`src/acs_pkg.sv`:
```
/*
 * Shared constants for the converter configuration sequencer: register map,
 * configuration word layout, serial frame positions and reset values.
 * Assumes a 32-bit AXI4-Lite register bus and an 8-input mux plus common input.
 */
package acs_pkg;
    // Register byte offsets.
    localparam logic [3:0] ACS_OFF_CTRL   = 4'h0;
    localparam logic [3:0] ACS_OFF_STATUS = 4'h4;
    localparam logic [3:0] ACS_OFF_CFG    = 4'h8;
    localparam int         ACS_ADDR_W     = 4;

    // Control register fields and reset value.
    localparam int         ACS_CTRL_PORT_EN = 0;
    localparam logic [0:0] ACS_CTRL_RESET   = 1'h1;

    // Status register field positions.
    localparam int ACS_ST_DEPTH   = 0;
    localparam int ACS_ST_ACTIVE  = 8;
    localparam int ACS_ST_USED    = 12;
    localparam int ACS_ST_WINDOW  = 16;
    localparam int ACS_ST_HEAD    = 17;

    // Configuration word layout.
    localparam int ACS_WORD_W    = 8;
    localparam int ACS_CFG_W     = 7;
    localparam int ACS_VALID_BIT = 7;
    localparam int ACS_MUX_HI    = 6;
    localparam int ACS_MUX_LO    = 3;
    localparam int ACS_RANGE_HI  = 2;
    localparam int ACS_RANGE_LO  = 1;
    localparam int ACS_GAIN_BIT  = 0;
    localparam logic [6:0] ACS_CFG_RESET = 7'h00;

    // Mux output select width: eight inputs plus the common input.
    localparam int         ACS_SEL_W   = 9;
    localparam logic [3:0] ACS_COM_IDX = 4'h8;

    // Serial frame: result bits, then the head flag, then the used word.
    localparam int         ACS_RESULT_W = 16;
    localparam int         ACS_FRAME_W  = 24;
    localparam logic [4:0] ACS_FLAG_EDGE = 5'h10;

    // Bus responses.
    localparam logic [1:0] ACS_RESP_OKAY   = 2'h0;
    localparam logic [1:0] ACS_RESP_SLVERR = 2'h2;

    typedef enum logic {ACS_WIN_OPEN, ACS_WIN_CLOSED} acs_win_t;
endpackage

```
`src/acs_sequencer.sv`:
```
/*
 * Converter configuration sequencer: mux decode, sequence memory, entry
 * pointer, programming window and the serial data/flag output.
 * Assumes conv_busy and conv_result come from the converter core on aclk,
 * while serial_clock and serial_in are pins from the host, sampled here.
 */
// The implementer's own choices: the address map and the AXI4-Lite register port.
`timescale 1ns/1ns
module acs_sequencer
    import acs_pkg::*;
#(
    parameter int SEQ_DEPTH = 16
) (
    input  wire logic                    aclk,
    input  wire logic                    aresetn,
    input  wire logic [ACS_ADDR_W-1:0]   s_axi_awaddr,
    input  wire logic                    s_axi_awvalid,
    output logic                         s_axi_awready,
    input  wire logic [31:0]             s_axi_wdata,
    input  wire logic [3:0]              s_axi_wstrb,
    input  wire logic                    s_axi_wvalid,
    output logic                         s_axi_wready,
    output logic [1:0]                   s_axi_bresp,
    output logic                         s_axi_bvalid,
    input  wire logic                    s_axi_bready,
    input  wire logic [ACS_ADDR_W-1:0]   s_axi_araddr,
    input  wire logic                    s_axi_arvalid,
    output logic                         s_axi_arready,
    output logic [31:0]                  s_axi_rdata,
    output logic [1:0]                   s_axi_rresp,
    output logic                         s_axi_rvalid,
    input  wire logic                    s_axi_rready,
    input  wire logic                    serial_clock,
    input  wire logic                    serial_in,
    output logic                         serial_out,
    input  wire logic                    conv_busy,
    input  wire logic [ACS_RESULT_W-1:0] conv_result,
    output logic [ACS_SEL_W-1:0]         mux_output_pos,
    output logic [ACS_SEL_W-1:0]         mux_output_neg,
    output logic [1:0]                   range_sel,
    output logic                         gain_comp_sel,
    output logic                         acquire_restart,
    output logic                         sequence_head_flag
);
    localparam int IDX_W = $clog2(SEQ_DEPTH);

    // Pin synchronisers and edge history.
    logic [2:0] sck_sync;
    logic [1:0] sdi_sync;
    logic       busy_q;
    // Sequence state.
    logic [ACS_CFG_W-1:0] mem [SEQ_DEPTH];
    logic [IDX_W:0]       depth;
    logic [IDX_W-1:0]     active_idx;
    logic [IDX_W-1:0]     used_idx;
    logic [IDX_W:0]       written;
    acs_win_t             win;
    logic [2:0]           bit_cnt;
    logic [ACS_CFG_W-1:0] shift_in;
    logic [ACS_FRAME_W-1:0] shift_out;
    logic [4:0]           out_cnt;
    logic                 port_en;
    // Bus state.
    logic                 aw_got;
    logic                 w_got;
    logic [ACS_ADDR_W-1:0] aw_addr;
    logic [31:0]          w_data;
    logic [3:0]           w_strb;

    // Edge detection uses only the second and third synchroniser stages.
    wire sck_rise   = sck_sync[1] & ~sck_sync[2];
    wire sdi_bit    = sdi_sync[1];
    wire busy_rise  = conv_busy & ~busy_q;
    wire busy_fall  = ~conv_busy & busy_q;
    wire bit_take   = sck_rise & port_en & ~conv_busy & (win == ACS_WIN_OPEN);
    wire msb_zero   = bit_take & (bit_cnt == 3'h0) & ~sdi_bit;
    wire word_done  = bit_take & (bit_cnt == 3'h7);
    wire first_word = word_done & (written == '0);
    wire mem_full   = word_done & (written == (IDX_W+1)'(SEQ_DEPTH - 1));
    wire [ACS_WORD_W-1:0] word_in = {shift_in, sdi_bit};
    wire [IDX_W-1:0] last_idx = IDX_W'(depth - 1'b1);
    wire [IDX_W-1:0] next_active = (active_idx == last_idx) ? '0 : active_idx + 1'b1;

    // Mux decode of the entry now applied.
    wire [ACS_CFG_W-1:0] cur_cfg = mem[active_idx];
    wire [3:0] mux_code = cur_cfg[ACS_MUX_HI:ACS_MUX_LO];
    wire [3:0] pos_idx  = mux_code[3] ? {1'b0, mux_code[2:0]}
                                      : {1'b0, mux_code[1:0], mux_code[2]};
    wire [3:0] neg_idx  = mux_code[3] ? ACS_COM_IDX
                                      : {1'b0, mux_code[1:0], ~mux_code[2]};
    wire [ACS_SEL_W-1:0] next_pos = ACS_SEL_W'(1) << pos_idx;
    wire [ACS_SEL_W-1:0] next_neg = ACS_SEL_W'(1) << neg_idx;

    // Synchronise the serial pins and remember the busy level.
    always_ff @(posedge aclk) begin
        if (!aresetn) begin
            sck_sync <= 3'h0;
            sdi_sync <= 2'h0;
            busy_q   <= 1'b0;
        end else begin
            sck_sync <= {sck_sync[1:0], serial_clock};
            sdi_sync <= {sdi_sync[0], serial_in};
            busy_q   <= conv_busy;
        end
    end

    // Programming window and word assembly.
    always_ff @(posedge aclk) begin
        if (!aresetn) begin
            win      <= ACS_WIN_OPEN;
            bit_cnt  <= 3'h0;
            shift_in <= '0;
            written  <= '0;
        end else if (busy_fall) begin
            win      <= ACS_WIN_OPEN;
            bit_cnt  <= 3'h0;
            written  <= '0;
        end else if (busy_rise || msb_zero || mem_full) begin
            win      <= ACS_WIN_CLOSED;
            bit_cnt  <= 3'h0;
        end else if (bit_take) begin
            bit_cnt  <= bit_cnt + 3'h1;
            shift_in <= {shift_in[ACS_CFG_W-2:0], sdi_bit};
            if (word_done) begin
                written <= written + 1'b1;
            end
        end
    end

    // Sequence memory, depth and pointer.
    always_ff @(posedge aclk) begin
        if (!aresetn) begin
            for (int i = 0; i < SEQ_DEPTH; i++) begin
                mem[i] <= ACS_CFG_RESET;
            end
            depth      <= (IDX_W+1)'(1);
            active_idx <= '0;
            used_idx   <= '0;
        end else if (word_done) begin
            if (first_word) begin
                for (int i = 1; i < SEQ_DEPTH; i++) begin
                    mem[i] <= ACS_CFG_RESET;
                end
                active_idx <= '0;
            end
            mem[IDX_W'(written)] <= word_in[ACS_CFG_W-1:0];
            depth <= written + 1'b1;
        end else if (busy_rise) begin
            used_idx   <= active_idx;
            active_idx <= next_active;
        end
    end

    // Serial output frame: loaded at busy fall, shifted on each serial clock rise while the port is enabled and the converter is not busy.
    always_ff @(posedge aclk) begin
        if (!aresetn) begin
            shift_out <= '0;
            out_cnt   <= 5'h0;
        end else if (busy_fall) begin
            shift_out <= {conv_result, used_idx == '0, mem[used_idx]};
            out_cnt   <= 5'h0;
        end else if (sck_rise && port_en && !conv_busy) begin
            shift_out <= {shift_out[ACS_FRAME_W-2:0], 1'b0};
            if (out_cnt != 5'(ACS_FRAME_W)) begin
                out_cnt <= out_cnt + 5'h1;
            end
        end
    end

    // Registered outputs toward the mux and the host.
    always_ff @(posedge aclk) begin
        if (!aresetn) begin
            mux_output_pos     <= '0;
            mux_output_neg     <= '0;
            range_sel          <= 2'h0;
            gain_comp_sel      <= 1'b0;
            acquire_restart    <= 1'b0;
            sequence_head_flag <= 1'b0;
            serial_out         <= 1'b0;
        end else begin
            mux_output_pos     <= next_pos;
            mux_output_neg     <= next_neg;
            range_sel          <= cur_cfg[ACS_RANGE_HI:ACS_RANGE_LO];
            gain_comp_sel      <= cur_cfg[ACS_GAIN_BIT];
            acquire_restart    <= first_word;
            sequence_head_flag <= (used_idx == '0);
            serial_out         <= port_en & shift_out[ACS_FRAME_W-1];
        end
    end

    // Read data selection.
    wire [31:0] status_word = {14'h0, sequence_head_flag, win == ACS_WIN_OPEN,
                               4'(used_idx), 4'(active_idx), 3'h0, 5'(depth)};
    wire        rd_hit  = (s_axi_araddr == ACS_OFF_CTRL) || (s_axi_araddr == ACS_OFF_STATUS)
                          || (s_axi_araddr == ACS_OFF_CFG);
    wire [31:0] rd_data = (s_axi_araddr == ACS_OFF_CTRL)   ? {31'h0, port_en} :
                          (s_axi_araddr == ACS_OFF_STATUS) ? status_word :
                          (s_axi_araddr == ACS_OFF_CFG)    ? {25'h0, cur_cfg} : 32'h0;
    wire        wr_both = aw_got & w_got & ~s_axi_bvalid;

    // Write channel: address and data accepted in either order.
    always_ff @(posedge aclk) begin
        if (!aresetn) begin
            aw_got <= 1'b0;
            w_got  <= 1'b0;
            s_axi_awready <= 1'b0;
            s_axi_wready  <= 1'b0;
            s_axi_bvalid  <= 1'b0;
            s_axi_bresp   <= ACS_RESP_OKAY;
            aw_addr <= '0;
            w_data  <= 32'h0;
            w_strb  <= 4'h0;
            port_en <= ACS_CTRL_RESET;
        end else begin
            s_axi_awready <= ~aw_got & ~(s_axi_awvalid & s_axi_awready);
            s_axi_wready  <= ~w_got & ~(s_axi_wvalid & s_axi_wready);
            if (s_axi_awvalid && s_axi_awready) begin
                aw_got  <= 1'b1;
                aw_addr <= s_axi_awaddr;
            end
            if (s_axi_wvalid && s_axi_wready) begin
                w_got  <= 1'b1;
                w_data <= s_axi_wdata;
                w_strb <= s_axi_wstrb;
            end
            if (wr_both) begin
                s_axi_bvalid <= 1'b1;
                s_axi_bresp  <= (aw_addr == ACS_OFF_CTRL || aw_addr == ACS_OFF_STATUS
                                 || aw_addr == ACS_OFF_CFG) ? ACS_RESP_OKAY : ACS_RESP_SLVERR;
                if (aw_addr == ACS_OFF_CTRL && w_strb[0]) begin
                    port_en <= w_data[ACS_CTRL_PORT_EN];
                end
            end else if (s_axi_bvalid && s_axi_bready) begin
                s_axi_bvalid <= 1'b0;
                aw_got <= 1'b0;
                w_got  <= 1'b0;
            end
        end
    end

    // Read channel.
    always_ff @(posedge aclk) begin
        if (!aresetn) begin
            s_axi_arready <= 1'b0;
            s_axi_rvalid  <= 1'b0;
            s_axi_rdata   <= 32'h0;
            s_axi_rresp   <= ACS_RESP_OKAY;
        end else begin
            s_axi_arready <= ~s_axi_rvalid & ~(s_axi_arvalid & s_axi_arready);
            if (s_axi_arvalid && s_axi_arready) begin
                s_axi_rvalid <= 1'b1;
                s_axi_rdata  <= rd_data;
                s_axi_rresp  <= rd_hit ? ACS_RESP_OKAY : ACS_RESP_SLVERR;
            end else if (s_axi_rvalid && s_axi_rready) begin
                s_axi_rvalid <= 1'b0;
            end
        end
    end

    // Checks on window, memory, pointer, serial flag and mux output behaviour.
    a_reset_defaults: assert property (@(posedge aclk) !aresetn |=>
        depth == 1 && mem[0] == 7'h00 && win == ACS_WIN_OPEN)
        else $error("reset did not restore defaults");
    a_busy_closes: assert property (@(posedge aclk) disable iff (!aresetn)
        busy_rise |=> win == ACS_WIN_CLOSED && bit_cnt == 3'h0)
        else $error("window still open after busy rose");
    a_busy_opens: assert property (@(posedge aclk) disable iff (!aresetn)
        busy_fall |=> win == ACS_WIN_OPEN && written == '0)
        else $error("window not opened at busy fall");
    a_busy_ignores: assert property (@(posedge aclk) disable iff (!aresetn)
        conv_busy && !busy_fall |=> $stable(shift_in) && $stable(depth))
        else $error("serial input taken while busy");
    a_first_word: assert property (@(posedge aclk) disable iff (!aresetn)
        first_word && !busy_fall |=> depth == 1 && active_idx == '0 && acquire_restart
        ##1 mux_output_pos == $past(next_pos))
        else $error("first word not applied at once");
    a_msb_zero: assert property (@(posedge aclk) disable iff (!aresetn)
        msb_zero && !busy_fall |=> (win == ACS_WIN_CLOSED) throughout (!busy_fall [*3]))
        else $error("zero MSB did not close the window");
    a_full_close: assert property (@(posedge aclk) disable iff (!aresetn)
        mem_full && !busy_fall |=> win == ACS_WIN_CLOSED && depth == SEQ_DEPTH)
        else $error("window open after memory filled");
    a_ptr_wrap: assert property (@(posedge aclk) disable iff (!aresetn)
        busy_rise && !word_done && active_idx == last_idx |=> active_idx == '0)
        else $error("pointer did not wrap after last entry");
    a_ptr_step: assert property (@(posedge aclk) disable iff (!aresetn)
        busy_rise && !word_done && active_idx != last_idx |=> active_idx == $past(active_idx) + 1)
        else $error("pointer did not advance by one");
    a_head_flag: assert property (@(posedge aclk) disable iff (!aresetn)
        sck_rise && port_en && !conv_busy && !busy_fall && out_cnt == ACS_FLAG_EDGE - 1
        |=> ##1 serial_out == (used_idx == '0))
        else $error("head flag missing on the 17th cycle");
    a_mux_onehot: assert property (@(posedge aclk) disable iff (!aresetn)
        mux_code[3] |=> mux_output_neg == (ACS_SEL_W'(1) << ACS_COM_IDX)
        && $onehot(mux_output_pos))
        else $error("single-ended code not against common");
endmodule

```
`config.mk`:
```
export PLATFORM = sky130hd
export DESIGN_NAME = acs_sequencer
export DESIGN_NICKNAME = d
export VERILOG_FILES = /design/src/acs_pkg.sv /design/src/acs_sequencer.sv
export SDC_FILE = /design/constraint.sdc
export NUM_CORES = 1
export LEC_CHECK = 0
export ABC_AREA = 1
export BUFFER_PORTS_ARGS = -buffer_cell sky130_fd_sc_hd__buf_2
export CORE_MARGIN = 3
export CORE_UTILIZATION = 55
export DETAILED_ROUTE_END_ITERATION = 10
export PLACE_DENSITY = 0.76
export REMOVE_ABC_BUFFERS = 1
export SETUP_SLACK_MARGIN = 0.5
export SLEW_MARGIN = 20
export SYNTH_ARGS = -nofsm -noshare
export SYNTH_HDL_FRONTEND = slang
export SYNTH_SLANG_ARGS = --single-unit
```
`constraint.sdc`:
```
create_clock -name aclk -period 2.9 [get_ports aclk]
set_input_delay 0.29 -clock aclk [delete_from_list [all_inputs] [get_ports aclk]]
set_output_delay 0.29 -clock aclk [all_outputs]
set_load 0.005 [all_outputs]
```
==> reports/results.ini <==
[status]
status=finished clean

[logic_synthesis]
synth_fa_ha_area_share_pct=1.13
syn-cell-area_um2=11100
synth_xor_area_share_pct=0.554
ys_types=35
synth_compound_area_share_pct=12.7
avgSynthCellArea_um2=8.24
ys_warn_count=0
ys_ff_latch=234
seq_area_frac_synth_pct=52.5
muxShareOfSynthArea_pct=0
synth_top_family_by_area=simple AND/OR/NAND/NOR gates
synth_top_cell_by_area=edfxtp_1
yosysTopAreaCellShare_pct=30.4
ys_top_cells_by_area=edfxtp_1 (30%), dfxtp_1 (22%), nand2_1 (8.7%), nor2_1 (6.0%), nand3_1 (5.7%)
yosys.area_share.simple_pct=24.1
netlist_instances=1342

[sta]
final-max-slew-violation-count=0
skew_ps=11.3
relSlewSlack_pct=47.4
fin_crit_ps=2230
hold_viol=0
setup_viol=0
setup_tns_ps=0
clock.fmax_mhz=449
tightest_slew_ps=788
period_share_pct=76.9
rsz0062_at_grt=false

[clock_network]
clockBufferDepth=3
cts_made_buffers=23
cts_setup_buffers=0
h-tree-depth=1
insertion_delay_ps=510
cts_sinks=234
clk_transition_reported_paths_ps=60
ctsRootBufferMaster=clkbuf_16
cts_tree=built

[route]
routed_wl_um=27800
detail_route.wl_per_cell_um=16.5
drcViolationCount=0
ant_nets=0
via_per_inst=5.51
vias=9287
first_pass_iters=6
drt_iter0_drc=1027

[global_route]
grt_overflow=0
grt_use_total_pct=25.1
grt_pass1_vias=8444
grt_antenna_before_repair=0
grt_pass1_wl_um=44100
grt_max_degree=59

[worst_setup_path]
crit_fanout=8
critPathLaunchType=flip-flop
cp-end-kind=flip-flop
worstPathArrival_ps=2410
crit_required_ps=3090
path_class=reg2reg

[floorplanning]
die_w_um=148
floorplan.initialDensity_pct=56.5
row_count=51
ios=135
core_um2=19600
die_y_um=148
dieArea_um2=21900

[placement]
placement.io_buffers=82
dpl.cell_count=1640
hpwl_um=19500
gp_congestion=0.901

[power_and_ir_drop]
seqPwrFrac_pct=50.2
p_int_mw=5.51
ir_worst_vdd_uv=380
p_leak_nw=5.25
comb_power_share_pct=8.8
netSwitchingPower_mw=1.74
clockPowerShare_pct=41.0
switching_share_pct=24.0
p_per_area_nw_per_um2=586
p_total_mw=7.26

[cells_and_area]
areaGrowthSynthToFinish_pct=11.9
fin_cells=1685
nNetsFinal=1483
utilization_pct=63.2
diodes=0
drive_above_1_share_pct=12.4

[flow_run]
drv_cap=0

[hold_path]
min_path_type=in2reg

[worst max-delay path, cell delays in order, from the launching register on]
cell     delay [ps]
dfxtp_1         380
nand2_2          80
nor3_4          230
nand2_4         130
nor2_8          170
inv_6            70
nor2_8          140
inv_6            80
nor2_8          210
nand2_4         130
nand2_1         260
[registers in the layout, indices dropped and copies added, names as in the netlist, 4 cells and up, named ones only]
signal / flops
used_idx: 4
s_axi_rdata: 17
shift_in: 6
mux_output_neg: 9
shift_out: 24
active_idx: 4
aw_addr: 4
mux_output_pos: 8
mem: 112
written: 5
depth: 5
[stage by stage]
stage | cell area [um^2] | worst slack (ps) | hold WS (ps)
floorplan | 10700 | -262 | 383
global placement | 11600 | 654 | 396
detailed placement | 11600 | 616 | 398
CTS | 12400 | 675 | 19.7
global route | 12400 | 504 | 46.8
finish | 12400 | 671 | 28.8
[placed cells by master, fill, tap and decap left out, drive strengths merged]
| cell type | count |
|---|---|
| a21oi | 97 |
| clkinv | 14 |
| bufinv | 1 |
| nand3 | 126 |
| a31oi | 14 |
| a32o | 6 |
| or2 | 4 |
| o22ai | 3 |
| xnor2 | 5 |
| ha | 10 |
| edfxtp | 112 |
| dfxtp | 122 |
| buf | 98 |
| nand2 | 272 |
| nor4 | 1 |
| o21ai | 91 |
| a22oi | 5 |
| o211ai | 34 |
| nand4 | 1 |
| nor2 | 190 |
| xor2 | 2 |
| dlygate4sd3 | 3 |
| nor3 | 9 |
| a211oi | 1 |
| conb | 18 |
| clkbuf | 33 |
| inv | 148 |
[kinds of logic after synthesis]
group	Yosys count
flops	234
compound gates	251
xor+xnor	7
other cells	1
simple gates	603
fa+ha+maj	10
buf+inv	236
[what timing repair did]
action                                 CTS  global route
gates resized for setup                  0             0
endpoints found under the hold margin    3             0
hold buffers                             3             0
[area by class of cell]
type                            count  area, um^2
Clock buffer                       33         686
Fill cell                        1660        7210
Tap cell                          265         332
Inverter                          154         588
Timing Repair Buffer              101         561
Sequential cell                   234        5810
Clock inverter                      9        76.3
Multi-Input combinational cell    889        4330
[power groups by stage]
stage | sequential [mW] | clock [mW] | combinational (mW)
floorplan | 3.74 | 0 | 0.362
global placement | 3.71 | 0 | 0.610
detailed placement | 3.72 | 0 | 0.622
CTS | 3.65 | 3.01 | 0.628
global route | 3.66 | 3.16 | 0.709
finish | 3.65 | 2.97 | 0.638
[final timing paths]
check / from / end / slack (ps) / cells past startpoint
max: sck_sync[1] / mem[5][0] / 670 / 10
min: s_axi_awaddr[3] / aw_addr[3] / 30 / 3
max reg2reg: sck_sync[1] / mem[5][0] / 670 / 10
min reg2reg: sck_sync[0] / sck_sync[1] / 410 / 2
[routing by layer]
metal	GRT usage [%]	vias to the layer above	part of all wire, %
met3	2.64	61	8.2
met4	8.91	0	3.5
met5	0	-	0
li1	-	4518	-
met1	36.7	4265	42
met2	39.2	443	46
[Yosys cell counts]
cell type and n:
or2_2 4, a31oi_1 14, buf_4 22, nor3_1 8
nand2_2 2, nor2_1 177, conb_1 1, nor4_1 1
nand2_4 13, inv_6 2, nand4_1 1, o21ai_0 91
dfxtp_1 122, xnor2_1 5, o22ai_1 3, ha_1 10
a21oi_1 97, nor2_2 8, clkbuf_1 39, edfxtp_1 112
clkbuf_2 1, o211ai_1 34, inv_2 4, nand3_1 126
nand2_1 257, xor2_1 2, a22oi_1 5, buf_2 14
a32o_1 6, nor3_4 1, a211oi_1 1, clkinv_1 7
nor2_8 5, buf_1 6, inv_1 141
No activity file was read; power rests on OpenSTA's default activity.
